### config.mk
export PLATFORM = sky130hd
export DESIGN_NAME = spsd_core
export DESIGN_NICKNAME = d
export VERILOG_FILES = /design/src/design/spsd_core.v
export VERILOG_INCLUDE_DIRS = /design/src /design/src/include
export SDC_FILE = /design/constraint.sdc
export NUM_CORES = 1
export LEC_CHECK = 0
export BUFFER_PORTS_ARGS = -buffer_cell sky130_fd_sc_hd__buf_2
export CAP_MARGIN = 20
export CORE_MARGIN = 8
export CORE_UTILIZATION = 40
export DETAILED_ROUTE_END_ITERATION = 10
export SYNTH_ARGS = -nofsm -noshare
export SYNTH_HDL_FRONTEND = slang
export SYNTH_SLANG_ARGS = --single-unit
### constraint.sdc
create_clock -name core_clk -period 3.2 [get_ports core_clk]
set_clock_uncertainty 0.15 [all_clocks]
set_input_delay 0.16 -clock core_clk [delete_from_list [all_inputs] [get_ports core_clk]]
set_output_delay 0.16 -clock core_clk [all_outputs]
set_load 0.02 [all_outputs]
### src/include/spsd_defs.vh
// Register map, field positions, reset values and rule overview for spsd
// Overview of operation
// - Excess flag while receive level exceeds threshold
// - Receive level coded 000 empty to 100
// - Overflow flag when pushing into full FIFO
// - Overflow interrupts unless receive flush set
// - Status read clears all sticky flags
// - Receive irq at threshold in receive-initiate mode
// - Transmit irq after threshold bytes sent
// - Underflow when transfer starts with empty FIFO
// - Underflow interrupts unless transmit flush set
// - Transmit level coded 000 empty to 100
// - Summary flag set by any source, except underflow while transmit flush set
// - Read-only receive data register, resets zero
// - Write-only transmit data register, resets zero
// - Serial clock is clock over 2(1+div)
// - Sixteen-bit control register resets to zero
// - Two-bit field selects one to four bytes
// - Bytes shift MSB first, eight clocks
// - Master drives select low during transfer
// - Receive flush discards bytes, no receive irqs
`ifndef SPSD_DEFS_VH
`define SPSD_DEFS_VH

// Byte addresses of the registers
`define SPSD_ADDR_STATUS  32'hFFFF0A00
`define SPSD_ADDR_RXDATA  32'hFFFF0A04
`define SPSD_ADDR_TXDATA  32'hFFFF0A08
`define SPSD_ADDR_DIVIDER 32'hFFFF0A0C
`define SPSD_ADDR_CONTROL 32'hFFFF0A10

// Reset values
`define SPSD_RST_CONTROL  16'h0000
`define SPSD_RST_DIVIDER  6'h1B
`define SPSD_RST_DATA     8'h00

// Control register fields
`define SPSD_CTL_ENABLE   0
`define SPSD_CTL_MASTER   1
`define SPSD_CTL_TXMODE   6
`define SPSD_CTL_RXFLUSH  12
`define SPSD_CTL_TXFLUSH  13
`define SPSD_CTL_THR_HI   15
`define SPSD_CTL_THR_LO   14

// Status register fields
`define SPSD_STA_EXCESS   11
`define SPSD_STA_RXLVL_HI 10
`define SPSD_STA_RXLVL_LO 8
`define SPSD_STA_OVF      7
`define SPSD_STA_RXIRQ    6
`define SPSD_STA_TXIRQ    5
`define SPSD_STA_UNF      4
`define SPSD_STA_TXLVL_HI 3
`define SPSD_STA_TXLVL_LO 1
`define SPSD_STA_SUMMARY  0

`endif

### src/design/spsd_core.v
// SPI port core: registers, FIFOs, status flags, divider and shifter
//
// Design decision made here: the strobed register port.
`include "spsd_defs.vh"

module spsd_core #(
  parameter DEPTH = 4
) (
  input  wire        core_clk,
  input  wire        reset,
  input  wire [31:0] reg_addr,
  input  wire [31:0] reg_wdata,
  input  wire        reg_wr,
  input  wire        reg_rd,
  output reg  [31:0] reg_rdata,
  input  wire        sclk_in,
  output wire        sclk_out,
  output wire        sclk_oe_n,
  input  wire        mosi_in,
  output wire        mosi_out,
  output wire        mosi_oe_n,
  input  wire        miso_in,
  output wire        miso_out,
  output wire        miso_oe_n,
  input  wire        ss_n_in,
  output wire        ss_n_out,
  output wire        ss_n_oe_n
);

  // Threshold field to byte count, one to four
  function [2:0] thr_bytes;
    input [15:0] ctl;
    begin
      thr_bytes = {1'b0, ctl[`SPSD_CTL_THR_HI:`SPSD_CTL_THR_LO]} + 3'd1;
    end
  endfunction

  // Software visible state
  reg [15:0] ctrl_ff;
  reg [5:0]  div_ff;
  reg        ovf_ff;
  reg        rxirq_ff;
  reg        txirq_ff;
  reg        unf_ff;
  reg        sum_ff;

  // FIFO storage and pointers
  reg [7:0]  rx_mem [0:DEPTH-1];
  reg [7:0]  tx_mem [0:DEPTH-1];
  reg [1:0]  rx_wp_ff;
  reg [1:0]  rx_rp_ff;
  reg [2:0]  rx_cnt_ff;
  reg [1:0]  tx_wp_ff;
  reg [1:0]  tx_rp_ff;
  reg [2:0]  tx_cnt_ff;

  // Shifter state
  reg        busy_ff;
  reg        sclk_ff;
  reg        ss_n_ff;
  reg [7:0]  tx_sh_ff;
  reg [6:0]  rx_sh_ff;
  reg [2:0]  bit_ff;
  reg [5:0]  hcnt_ff;
  reg [1:0]  sent_ff;

  // Pin synchronisers, first stage feeds only the second
  reg        sclk_s1_ff;
  reg        sclk_s2_ff;
  reg        sclk_s3_ff;
  reg        mosi_s1_ff;
  reg        mosi_s2_ff;
  reg        miso_s1_ff;
  reg        miso_s2_ff;
  reg        ss_s1_ff;
  reg        ss_s2_ff;
  reg        ss_s3_ff;

  // Decoded control bits
  wire       en      = ctrl_ff[`SPSD_CTL_ENABLE];
  wire       master  = ctrl_ff[`SPSD_CTL_MASTER];
  wire       tx_mode = ctrl_ff[`SPSD_CTL_TXMODE];
  wire       rx_fl   = ctrl_ff[`SPSD_CTL_RXFLUSH];
  wire       tx_fl   = ctrl_ff[`SPSD_CTL_TXFLUSH];
  wire [2:0] thr     = thr_bytes(ctrl_ff);

  // Register access strobes
  wire wr_ctl   = reg_wr && (reg_addr == `SPSD_ADDR_CONTROL);
  wire wr_div   = reg_wr && (reg_addr == `SPSD_ADDR_DIVIDER);
  wire wr_tx    = reg_wr && (reg_addr == `SPSD_ADDR_TXDATA);
  wire rd_rx    = reg_rd && (reg_addr == `SPSD_ADDR_RXDATA);
  wire rd_sta   = reg_rd && (reg_addr == `SPSD_ADDR_STATUS);

  // Slave pin events seen on synchronised levels
  wire s_rise   = sclk_s2_ff && !sclk_s3_ff;
  wire s_fall   = !sclk_s2_ff && sclk_s3_ff;
  wire ss_fall  = !ss_s2_ff && ss_s3_ff;
  wire ss_rise  = ss_s2_ff && !ss_s3_ff;

  // Master half period tick, div+1 cycles per half
  wire m_tick   = busy_ff && master && (hcnt_ff == div_ff);
  wire rise_ev  = master ? (m_tick && !sclk_ff)
                         : (busy_ff && s_rise);
  wire fall_ev  = master ? (m_tick && sclk_ff)
                         : (busy_ff && s_fall);
  // Synchroniser lag: master reads stale bits when div is below 2
  wire din      = master ? miso_s2_ff : mosi_s2_ff;
  wire done_ev  = rise_ev && (bit_ff == 3'd7);

  // Transfer start: master by data or by receive read, slave by select
  wire m_start  = en && master && !busy_ff &&
                  ((tx_mode && tx_cnt_ff != 3'd0 && !tx_fl) ||
                   (!tx_mode && rd_rx));
  wire s_start  = en && !master &&
                  (ss_fall || (done_ev && !ss_s2_ff));
  wire start_ev = m_start || s_start;

  // FIFO movements
  wire tx_empty = (tx_cnt_ff == 3'd0);
  wire tx_pop   = start_ev && !tx_empty && !tx_fl;
  wire tx_push  = wr_tx && !tx_fl && (tx_cnt_ff != DEPTH);
  wire rx_full  = (rx_cnt_ff == DEPTH);
  wire rx_push  = done_ev && !rx_fl && !rx_full;
  wire rx_pop   = rd_rx && (rx_cnt_ff != 3'd0) && !rx_fl;
  wire [7:0] rx_byte = {rx_sh_ff, din};

  // Flag set terms
  wire ovf_set  = done_ev && !rx_fl && rx_full;
  wire unf_set  = start_ev && tx_empty;
  wire rxirq_set = rx_push && !tx_mode &&
                   (rx_cnt_ff + 3'd1 >= thr);
  wire txirq_set = done_ev && tx_mode &&
                   ({1'b0, sent_ff} + 3'd1 == thr);
  wire sum_set  = (ovf_set && !rx_fl) ||
                  (unf_set && !tx_fl) ||
                  rxirq_set || txirq_set;

  wire excess   = rx_cnt_ff > thr;

  // Status word as seen before any clearing
  wire [15:0] status = {4'h0, excess, rx_cnt_ff, ovf_ff, rxirq_ff,
                        txirq_ff, unf_ff, tx_cnt_ff, sum_ff};

  // Pins; enables are low while this end drives
  assign sclk_out  = sclk_ff;
  assign ss_n_out  = ss_n_ff;
  assign mosi_out  = tx_sh_ff[7];
  assign miso_out  = tx_sh_ff[7];
  assign sclk_oe_n = !(en && master);
  assign ss_n_oe_n = !(en && master);
  assign mosi_oe_n = !(en && master);
  assign miso_oe_n = !(en && !master && !ss_s2_ff);

  // Synchronisers for all pins coming from the far end
  always @(posedge core_clk)
  begin
    if (reset)
    begin
      sclk_s1_ff <= 1'b0;
      sclk_s2_ff <= 1'b0;
      sclk_s3_ff <= 1'b0;
      mosi_s1_ff <= 1'b0;
      mosi_s2_ff <= 1'b0;
      miso_s1_ff <= 1'b0;
      miso_s2_ff <= 1'b0;
      ss_s1_ff   <= 1'b1;
      ss_s2_ff   <= 1'b1;
      ss_s3_ff   <= 1'b1;
    end
    else
    begin
      sclk_s1_ff <= sclk_in;
      sclk_s2_ff <= sclk_s1_ff;
      sclk_s3_ff <= sclk_s2_ff;
      mosi_s1_ff <= mosi_in;
      mosi_s2_ff <= mosi_s1_ff;
      miso_s1_ff <= miso_in;
      miso_s2_ff <= miso_s1_ff;
      ss_s1_ff   <= ss_n_in;
      ss_s2_ff   <= ss_s1_ff;
      ss_s3_ff   <= ss_s2_ff;
    end
  end

  // Control and divider registers
  always @(posedge core_clk)
  begin
    if (reset)
    begin
      ctrl_ff <= `SPSD_RST_CONTROL;
      div_ff  <= `SPSD_RST_DIVIDER;
    end
    else
    begin
      if (wr_ctl)
        ctrl_ff <= reg_wdata[15:0];
      if (wr_div)
        div_ff <= reg_wdata[5:0];
    end
  end

  // Sticky flags: a set in the same cycle as a status read wins
  always @(posedge core_clk)
  begin
    if (reset)
    begin
      ovf_ff   <= 1'b0;
      rxirq_ff <= 1'b0;
      txirq_ff <= 1'b0;
      unf_ff   <= 1'b0;
      sum_ff   <= 1'b0;
    end
    else
    begin
      ovf_ff   <= (ovf_ff && !rd_sta) || ovf_set;
      rxirq_ff <= (rxirq_ff && !rd_sta) || rxirq_set;
      txirq_ff <= (txirq_ff && !rd_sta) || txirq_set;
      unf_ff   <= (unf_ff && !rd_sta) || unf_set;
      sum_ff   <= (sum_ff && !rd_sta) || sum_set;
    end
  end

  // Receive FIFO; flush holds it empty and drops arrivals
  always @(posedge core_clk)
  begin
    if (reset || rx_fl)
    begin
      rx_wp_ff  <= 2'd0;
      rx_rp_ff  <= 2'd0;
      rx_cnt_ff <= 3'd0;
    end
    else
    begin
      if (rx_push)
      begin
        rx_mem[rx_wp_ff] <= rx_byte;
        rx_wp_ff         <= rx_wp_ff + 2'd1;
      end
      if (rx_pop)
        rx_rp_ff <= rx_rp_ff + 2'd1;
      if (rx_push && !rx_pop)
        rx_cnt_ff <= rx_cnt_ff + 3'd1;
      else if (rx_pop && !rx_push)
        rx_cnt_ff <= rx_cnt_ff - 3'd1;
    end
  end

  // Transmit FIFO; writes are ignored while flushing
  always @(posedge core_clk)
  begin
    if (reset || tx_fl)
    begin
      tx_wp_ff  <= 2'd0;
      tx_rp_ff  <= 2'd0;
      tx_cnt_ff <= 3'd0;
    end
    else
    begin
      if (tx_push)
      begin
        tx_mem[tx_wp_ff] <= reg_wdata[7:0];
        tx_wp_ff         <= tx_wp_ff + 2'd1;
      end
      if (tx_pop)
        tx_rp_ff <= tx_rp_ff + 2'd1;
      if (tx_push && !tx_pop)
        tx_cnt_ff <= tx_cnt_ff + 3'd1;
      else if (tx_pop && !tx_push)
        tx_cnt_ff <= tx_cnt_ff - 3'd1;
    end
  end

  // Shifter, mode 0: sample on rising edge, shift on falling edge
  always @(posedge core_clk)
  begin
    if (reset || !en)
    begin
      busy_ff  <= 1'b0;
      sclk_ff  <= 1'b0;
      ss_n_ff  <= 1'b1;
      tx_sh_ff <= `SPSD_RST_DATA;
      rx_sh_ff <= 7'd0;
      bit_ff   <= 3'd0;
      hcnt_ff  <= 6'd0;
    end
    else if (start_ev)
    begin
      // Empty FIFO sends zero rather than stale data
      busy_ff  <= 1'b1;
      ss_n_ff  <= !master;
      tx_sh_ff <= tx_pop ? tx_mem[tx_rp_ff] : `SPSD_RST_DATA;
      bit_ff   <= 3'd0;
      hcnt_ff  <= 6'd0;
    end
    else if (!master && busy_ff && ss_rise)
    begin
      // Select released mid byte: partial byte is dropped
      busy_ff <= 1'b0;
      bit_ff  <= 3'd0;
    end
    else if (busy_ff)
    begin
      hcnt_ff <= m_tick ? 6'd0 : hcnt_ff + 6'd1;
      if (m_tick)
        sclk_ff <= !sclk_ff;
      if (rise_ev)
      begin
        rx_sh_ff <= rx_byte[6:0];
        bit_ff   <= bit_ff + 3'd1;
      end
      if (fall_ev && bit_ff != 3'd0)
        tx_sh_ff <= {tx_sh_ff[6:0], 1'b0};
      if (master && fall_ev && bit_ff == 3'd0)
      begin
        // Last falling edge closes the master byte
        busy_ff <= 1'b0;
        ss_n_ff <= 1'b1;
      end
    end
  end

  // Bytes sent since the last transmit interrupt
  always @(posedge core_clk)
  begin
    if (reset || !tx_mode)
      sent_ff <= 2'd0;
    else if (txirq_set)
      sent_ff <= 2'd0;
    else if (done_ev)
      sent_ff <= sent_ff + 2'd1;
  end

  // Read data, valid only in the cycle after the strobe
  always @(posedge core_clk)
  begin
    if (reset || !reg_rd)
      reg_rdata <= 32'h00000000;
    else
    begin
      case (reg_addr)
        `SPSD_ADDR_STATUS:
          reg_rdata <= {16'h0000, status};
        `SPSD_ADDR_RXDATA:
          reg_rdata <= (rx_cnt_ff != 3'd0 && !rx_fl)
                       ? {24'h000000, rx_mem[rx_rp_ff]}
                       : 32'h00000000;
        `SPSD_ADDR_CONTROL:
          reg_rdata <= {16'h0000, ctrl_ff};
        default:
          reg_rdata <= 32'h00000000;
      endcase
    end
  end

endmodule

# After elaboration in Yosys (flattened, before gate mapping)
# Memory sizes are Yosys's and may differ from the RTL's. A register that Yosys moved wholly into a read port is not among the register bits.
# Cells that the tools add are included.
# word_totals
reg_bits	112
mem_bits_rw	64
inputBits	72
output_inout_bits	40
word_cells	208
memories	2
# mem_list
memory	depth	width	rd	rd_clocked_by_memory_dff	wr	line_no	source
rx_mem	4	8	1	1	1	spsd_core.v:48	reg [7:0] rx_mem [0:DEPTH-1];
tx_mem	4	8	1	1	1	spsd_core.v:49	reg [7:0] tx_mem [0:DEPTH-1];
# classes
n_addsub	13
n_lt_le_gt_ge	2
n_eq_ne	11
mux	33
n_bitwise	2
n_reduce_logical	113
# ops
cell	count
32-bit equality test (second input constant)	5
1-bit logical AND	57
8-bit two-way mux	6
16-bit case mux with 3 select lines	1
1-bit zero test	21
1-bit two-way mux	17
1-bit logical OR	16
3-bit two-way mux	4
2-bit by 1-bit adder with 2-bit output (second input constant)	5
2-bit nonzero test	5
3-bit by 1-bit adder with 3-bit output (second input constant)	3
3-bit nonzero test	3
2-bit two-way mux	4
4-bit AND reduction	2
2-bit by 1-bit adder with 3-bit output (second input constant)	2
6-bit by 1-bit adder with 6-bit output (second input constant)	1
3-bit equality test (second input constant)	2
6-bit equality test	1
3-bit zero test	2
6-bit two-way mux	1
3-bit AND reduction	2
3-bit by 1-bit subtractor with 3-bit output (second input constant)	2
2-bit AND reduction	2
2-bit OR reduction	2
7 further kinds	8

# Logic depth before layout (Yosys ltp)
# depth
ltp_word	15
mapped_depth	14
depth_no_buf	13

# Worst setup path after synthesis
# Ideal clock, no wire load.
# synth_path
kind	reg-to-reg
startpoint	register bit_ff[0]
endpoint	register tx_cnt_ff[2]
setup_ns	0.070
arrival_time_ns	2.736
t_required_ns	2.980
setup_slack_ns	0.244
path_stages_with_launch	15
path_buffers	1
synth_period_minus_slack_ns	2.956
cell_sequence	dfxtp_1 -> ha_1 -> ha_1 -> and3b_1 -> nand4_1 -> o22a_1 -> buf_4 -> a21oi_1 -> o21ai_1 -> ha_1 -> inv_1 -> fa_1 -> xor2_1 -> or3_1 -> a21oi_1
# synth_via
elab_chain_cells	11
word_cells_on_any_way	13
classes_between	1 x eq/ne; 1 x mux; 11 x reduce/logical
# synth_lines
element	line_no	source
start, declared	spsd_core.v:63	reg [2:0] bit_ff;
start signal, assigned	spsd_core.v:309	bit_ff <= bit_ff + 3'd1;
3-bit equality test (*)	spsd_core.v:108	wire done_ev = rise_ev && (bit_ff == 3'd7);
1-bit logical AND (*)	spsd_core.v:108	
1-bit logical AND (*)	spsd_core.v:115	(ss_fall || (done_ev && !ss_s2_ff));
1-bit logical OR (*)	spsd_core.v:115	
1-bit logical AND (*)	spsd_core.v:114	wire s_start = en && !master &&
1-bit logical OR (*)	spsd_core.v:116	wire start_ev = m_start || s_start;
1-bit logical AND (*) (2 in series)	spsd_core.v:120	wire tx_pop = start_ev && !tx_empty && !tx_fl;
1-bit zero test	spsd_core.v:266	if (tx_push && !tx_pop)
1-bit logical AND	spsd_core.v:266	
3-bit two-way mux / 2-bit nonzero test (equally long branches)	--	
end signal, assigned	spsd_core.v:267	tx_cnt_ff <= tx_cnt_ff + 3'd1;
end signal, assigned	spsd_core.v:269	tx_cnt_ff <= tx_cnt_ff - 3'd1;
end, declared	spsd_core.v:55	reg [2:0] tx_cnt_ff;
# Mark *: on every way between the ends. The rest lies on a longest branch, timed or not.
# A chain may end at the register's enable or synchronous reset.

# Final worst setup path
# Ends and elaborated chain as after synthesis.

==> flow_summary.ini <==
[run_status]
run_status = complete, no violations

[placement]
placement.cell_area_sq_um = 7777
place.detailed.hpwl_um = 12050
port_buffer_count = 79
gp_routability_congestion = 0.8398
place_worst_setup_slack_ns = 0.2195

[sta]
finalWorstPathRequiredPeriod_ns = 2.995
totalNegativeSetupSlack_ns = 0
rsz0062_at_grt = no
hold_violations = 0
worst_slew_pin_slew_ns = 0.6836
worst_setup_slack_after_layout_ns = 0.2054
maxSlewHeadroom_pct = 54.43
timing.final.max_slew_violations = 0
min_period_over_period_pct = 93.58
setup_viol_count_final = 0
clock.fmax_ghz = 0.3339

[logic_synthesis]
count_of_different_cell_masters_after_synthesis = 63
share_of_synthesized_flip_flops_with_an_asynchronous_set_or_reset_pct = 0
syn_avg_cell_area_sq_um = 11.39
synth_enable_flop_cells = 64
yosys_register_bits = 164
syn_inst = 636
synth_sequential_area_ratio_pct = 54.14
yosysWarningCount = 0
synthFlopType = dfxtp_1
netlist_area_sq_um = 7247

[clocking]
cts.clk_slew.worst_paths_ns = 0.06
tritoncts = built
htree_levels = 4
clk-insertion-delay-late_ns = 0.42
numCtsBuffers = 17
clock-sinks = 164
cts_max_path_buffers = 2
post_cts.repair.setup_buffers = 0
cts_root_buffer = clkbuf_16

[detailed_routing]
wl_um = 16560
via_per_inst = 5.265
detailedRoute.firstPassIterationCount = 5
detail-route-antenna-nets = 0
detail_route.wl_per_cell_um = 17.03
drc = 0
detailedRoute.firstIterationViolations = 312
route.vias.total = 5118

[finish]
num-fill-cells = 1591
fin_util_pct = 47.84
multi_input_area_sq_um = 2994
final-seq-area_sq_um = 3924
finish.instance_area_sq_um = 8564
drive_above_1_share_pct = 21.27
antenna-diode-count = 0
num-nets-final = 828
area_growth_pct = 18.18

[floorplanning]
io_pins = 112
dieArea_sq_um = 22680
die-height_um = 150.6
core_sq_um = 17900
start_util_pct = 40.48
die_w_um = 150.6
rows = 49

[global_route]
global_route_wire_length_before_repair_um = 26320
grt_antenna_before_repair = 2
largest_net_degree_at_the_start_of_global_routing = 36
grt_overflow = 0
grt_pass1_vias = 5275
gr-usage-all-layers_pct = 15.03

[worst_setup_path]
cp-end-kind = register
arrival_ns = 3.20
timing.critical_path.from_type = register
worst-setup-path-type = reg -> reg
worstPathMaxFanout = 3
critical_path_required_ns = 3.40

[job]
cap_viol_max_count = 0

[worst_hold_path]
worstHoldPathType = in -> reg

[pwr]
max_rail_drop_vdd_uv = 377.5
pwr_density_cell_nw_per_um2 = 501.7
power.static_leakage_nw = 3.302
layer usage:
metal / part of all wire [%] / GRT usage [%] / wire length [um]
met1: 43 / 17.47 / 7168
met2: 50 / 26.35 / 8264
met3: 4.7 / 3.487 / 783
met4: 1.9 / 5.839 / 312
met5: 0.15 / 0 / 25
worst max-delay path: stages, from the launching register on:
cell	delay, ns
dfxtp_1	0.32
ha_1	0.19
ha_1	0.21
and3b_1	0.19
nand4_1	0.08
o22a_1	0.16
a21oi_1	0.11
o21ai_1	0.22
ha_1	0.23
inv_1	0.06
fa_1	0.37
xor2_1	0.18
or3_1	0.30
a21oi_1	0.15
area by class of cell:
cell class / instances / area share [%]
Clock inverter: 14 / 1.812
Inverter: 22 / 0.9642
Clock buffer: 18 / 5.011
Tap cell: 229 / 3.346
Multi-Input combinational cell: 413 / 34.96
Sequential cell: 164 / 45.81
Timing Repair Buffer: 112 / 8.094
cell families (layout without fill, tap and decap cells):
logic type                 after synthesis  count (layout)  share of synthesized area, %
and+or+nand+nor                        213             213                         16.04
DFF                                    164             164                         54.14
AOI/OAI and AO/OA                      100             100                         9.444
buffers and inverters                   74             166                         5.352
muxes                                   34              34                         7.476
adders and majority gates               26              26                         4.593
xor gates and xnor gates                24              24                         2.901
other                                    1              16                       0.05175
where the power goes:
group / switching (mW) / internal [mW]
sequential: 0.00188 / 2.16
clock: 0.850 / 1.16
combinational: 0.0689 / 0.0534
total: 0.920 / 3.38
synth_stat cells (3+ instances only):
| cell | number | area share, % |
|---|---|---|
| a211o_1 | 12 | 1.5 |
| a21oi_1 | 33 | 2.3 |
| a222oi_1 | 8 | 1.1 |
| a22oi_1 | 7 | 0.73 |
| and2_1 | 6 | 0.52 |
| and3_1 | 10 | 0.86 |
| buf_1 | 5 | 0.26 |
| buf_2 | 7 | 0.48 |
| buf_4 | 23 | 2.4 |
| clkbuf_1 | 15 | 0.78 |
| dfxtp_1 | 100 | 28 |
| edfxtp_1 | 64 | 27 |
| ha_1 | 25 | 4.3 |
| inv_1 | 22 | 1.1 |
| mux2i_1 | 17 | 2.3 |
| mux4_2 | 16 | 5.0 |
| nand2_1 | 51 | 2.6 |
| nand2b_1 | 4 | 0.35 |
| nand3_1 | 12 | 0.83 |
| nand4_1 | 8 | 0.69 |
| nand4b_1 | 4 | 0.48 |
| nor2_1 | 57 | 3.0 |
| nor2b_1 | 11 | 0.95 |
| nor3_1 | 6 | 0.41 |
| nor3b_1 | 4 | 0.41 |
| nor4_1 | 10 | 0.86 |
| o211ai_1 | 9 | 0.93 |
| o21ai_0 | 13 | 0.90 |
| o21ai_1 | 3 | 0.21 |
| or2_2 | 6 | 0.52 |
| or3_1 | 7 | 0.60 |
| xnor2_1 | 12 | 1.5 |
| xor2_1 | 12 | 1.5 |
registers in the layout, indices dropped and copies added (netlist names), 3 cells and up, named ones only:
register / flops
tx_mem: 32
rx_mem: 32
rx_sh_ff: 7
ctrl_ff: 16
bit_ff: 3
hcnt_ff: 6
rx_cnt_ff: 3
tx_cnt_ff: 3
tx_sh_ff: 8
reg_rdata: 16
div_ff: 6
stage by stage:
step	std cells	total power, mW	hold WS [ns]
final	972	4.297	0.04359
after global routing	972	4.423	0.05338
after CTS	972	4.337	0.02702
after detailed placement	920	2.315	0.2135
after global placement	920	2.313	0.2082
after floorplan	651	2.274	0.1089
final timing paths:
path	from	endpoint	slack [ns]	cells past startpoint
hold / removal	reg_rd	ovf_ff	0.04	4
hold reg to reg	ss_s1_ff	ss_s2_ff	0.26	1
setup reg to reg	bit_ff[0]	tx_cnt_ff[2]	0.21	13
setup / recovery	bit_ff[0]	tx_cnt_ff[2]	0.21	13
layout by cell type, fill, tap and decap left out, types with 17 or more instances in the layout:
master         instances
dfxtp_1              100
buf_2                 79
edfxtp_1              64
nor2_1                56
nand2_1               51
a21oi_1               33
ha_1                  25
inv_1                 22
dlygate4sd3_1         20
mux2i_1               17
clkbuf_16             17
repair_timing:
| action | 4_1_cts | 5_1_grt |
|---|---|---|
| endpoints found under the setup margin | 0 | 1 |
| gates resized for setup | 0 | 1 |
| hold buffers | 20 | 0 |
| endpoints found under the hold margin | 54 | 0 |
Power figures use the tool's default switching activity.
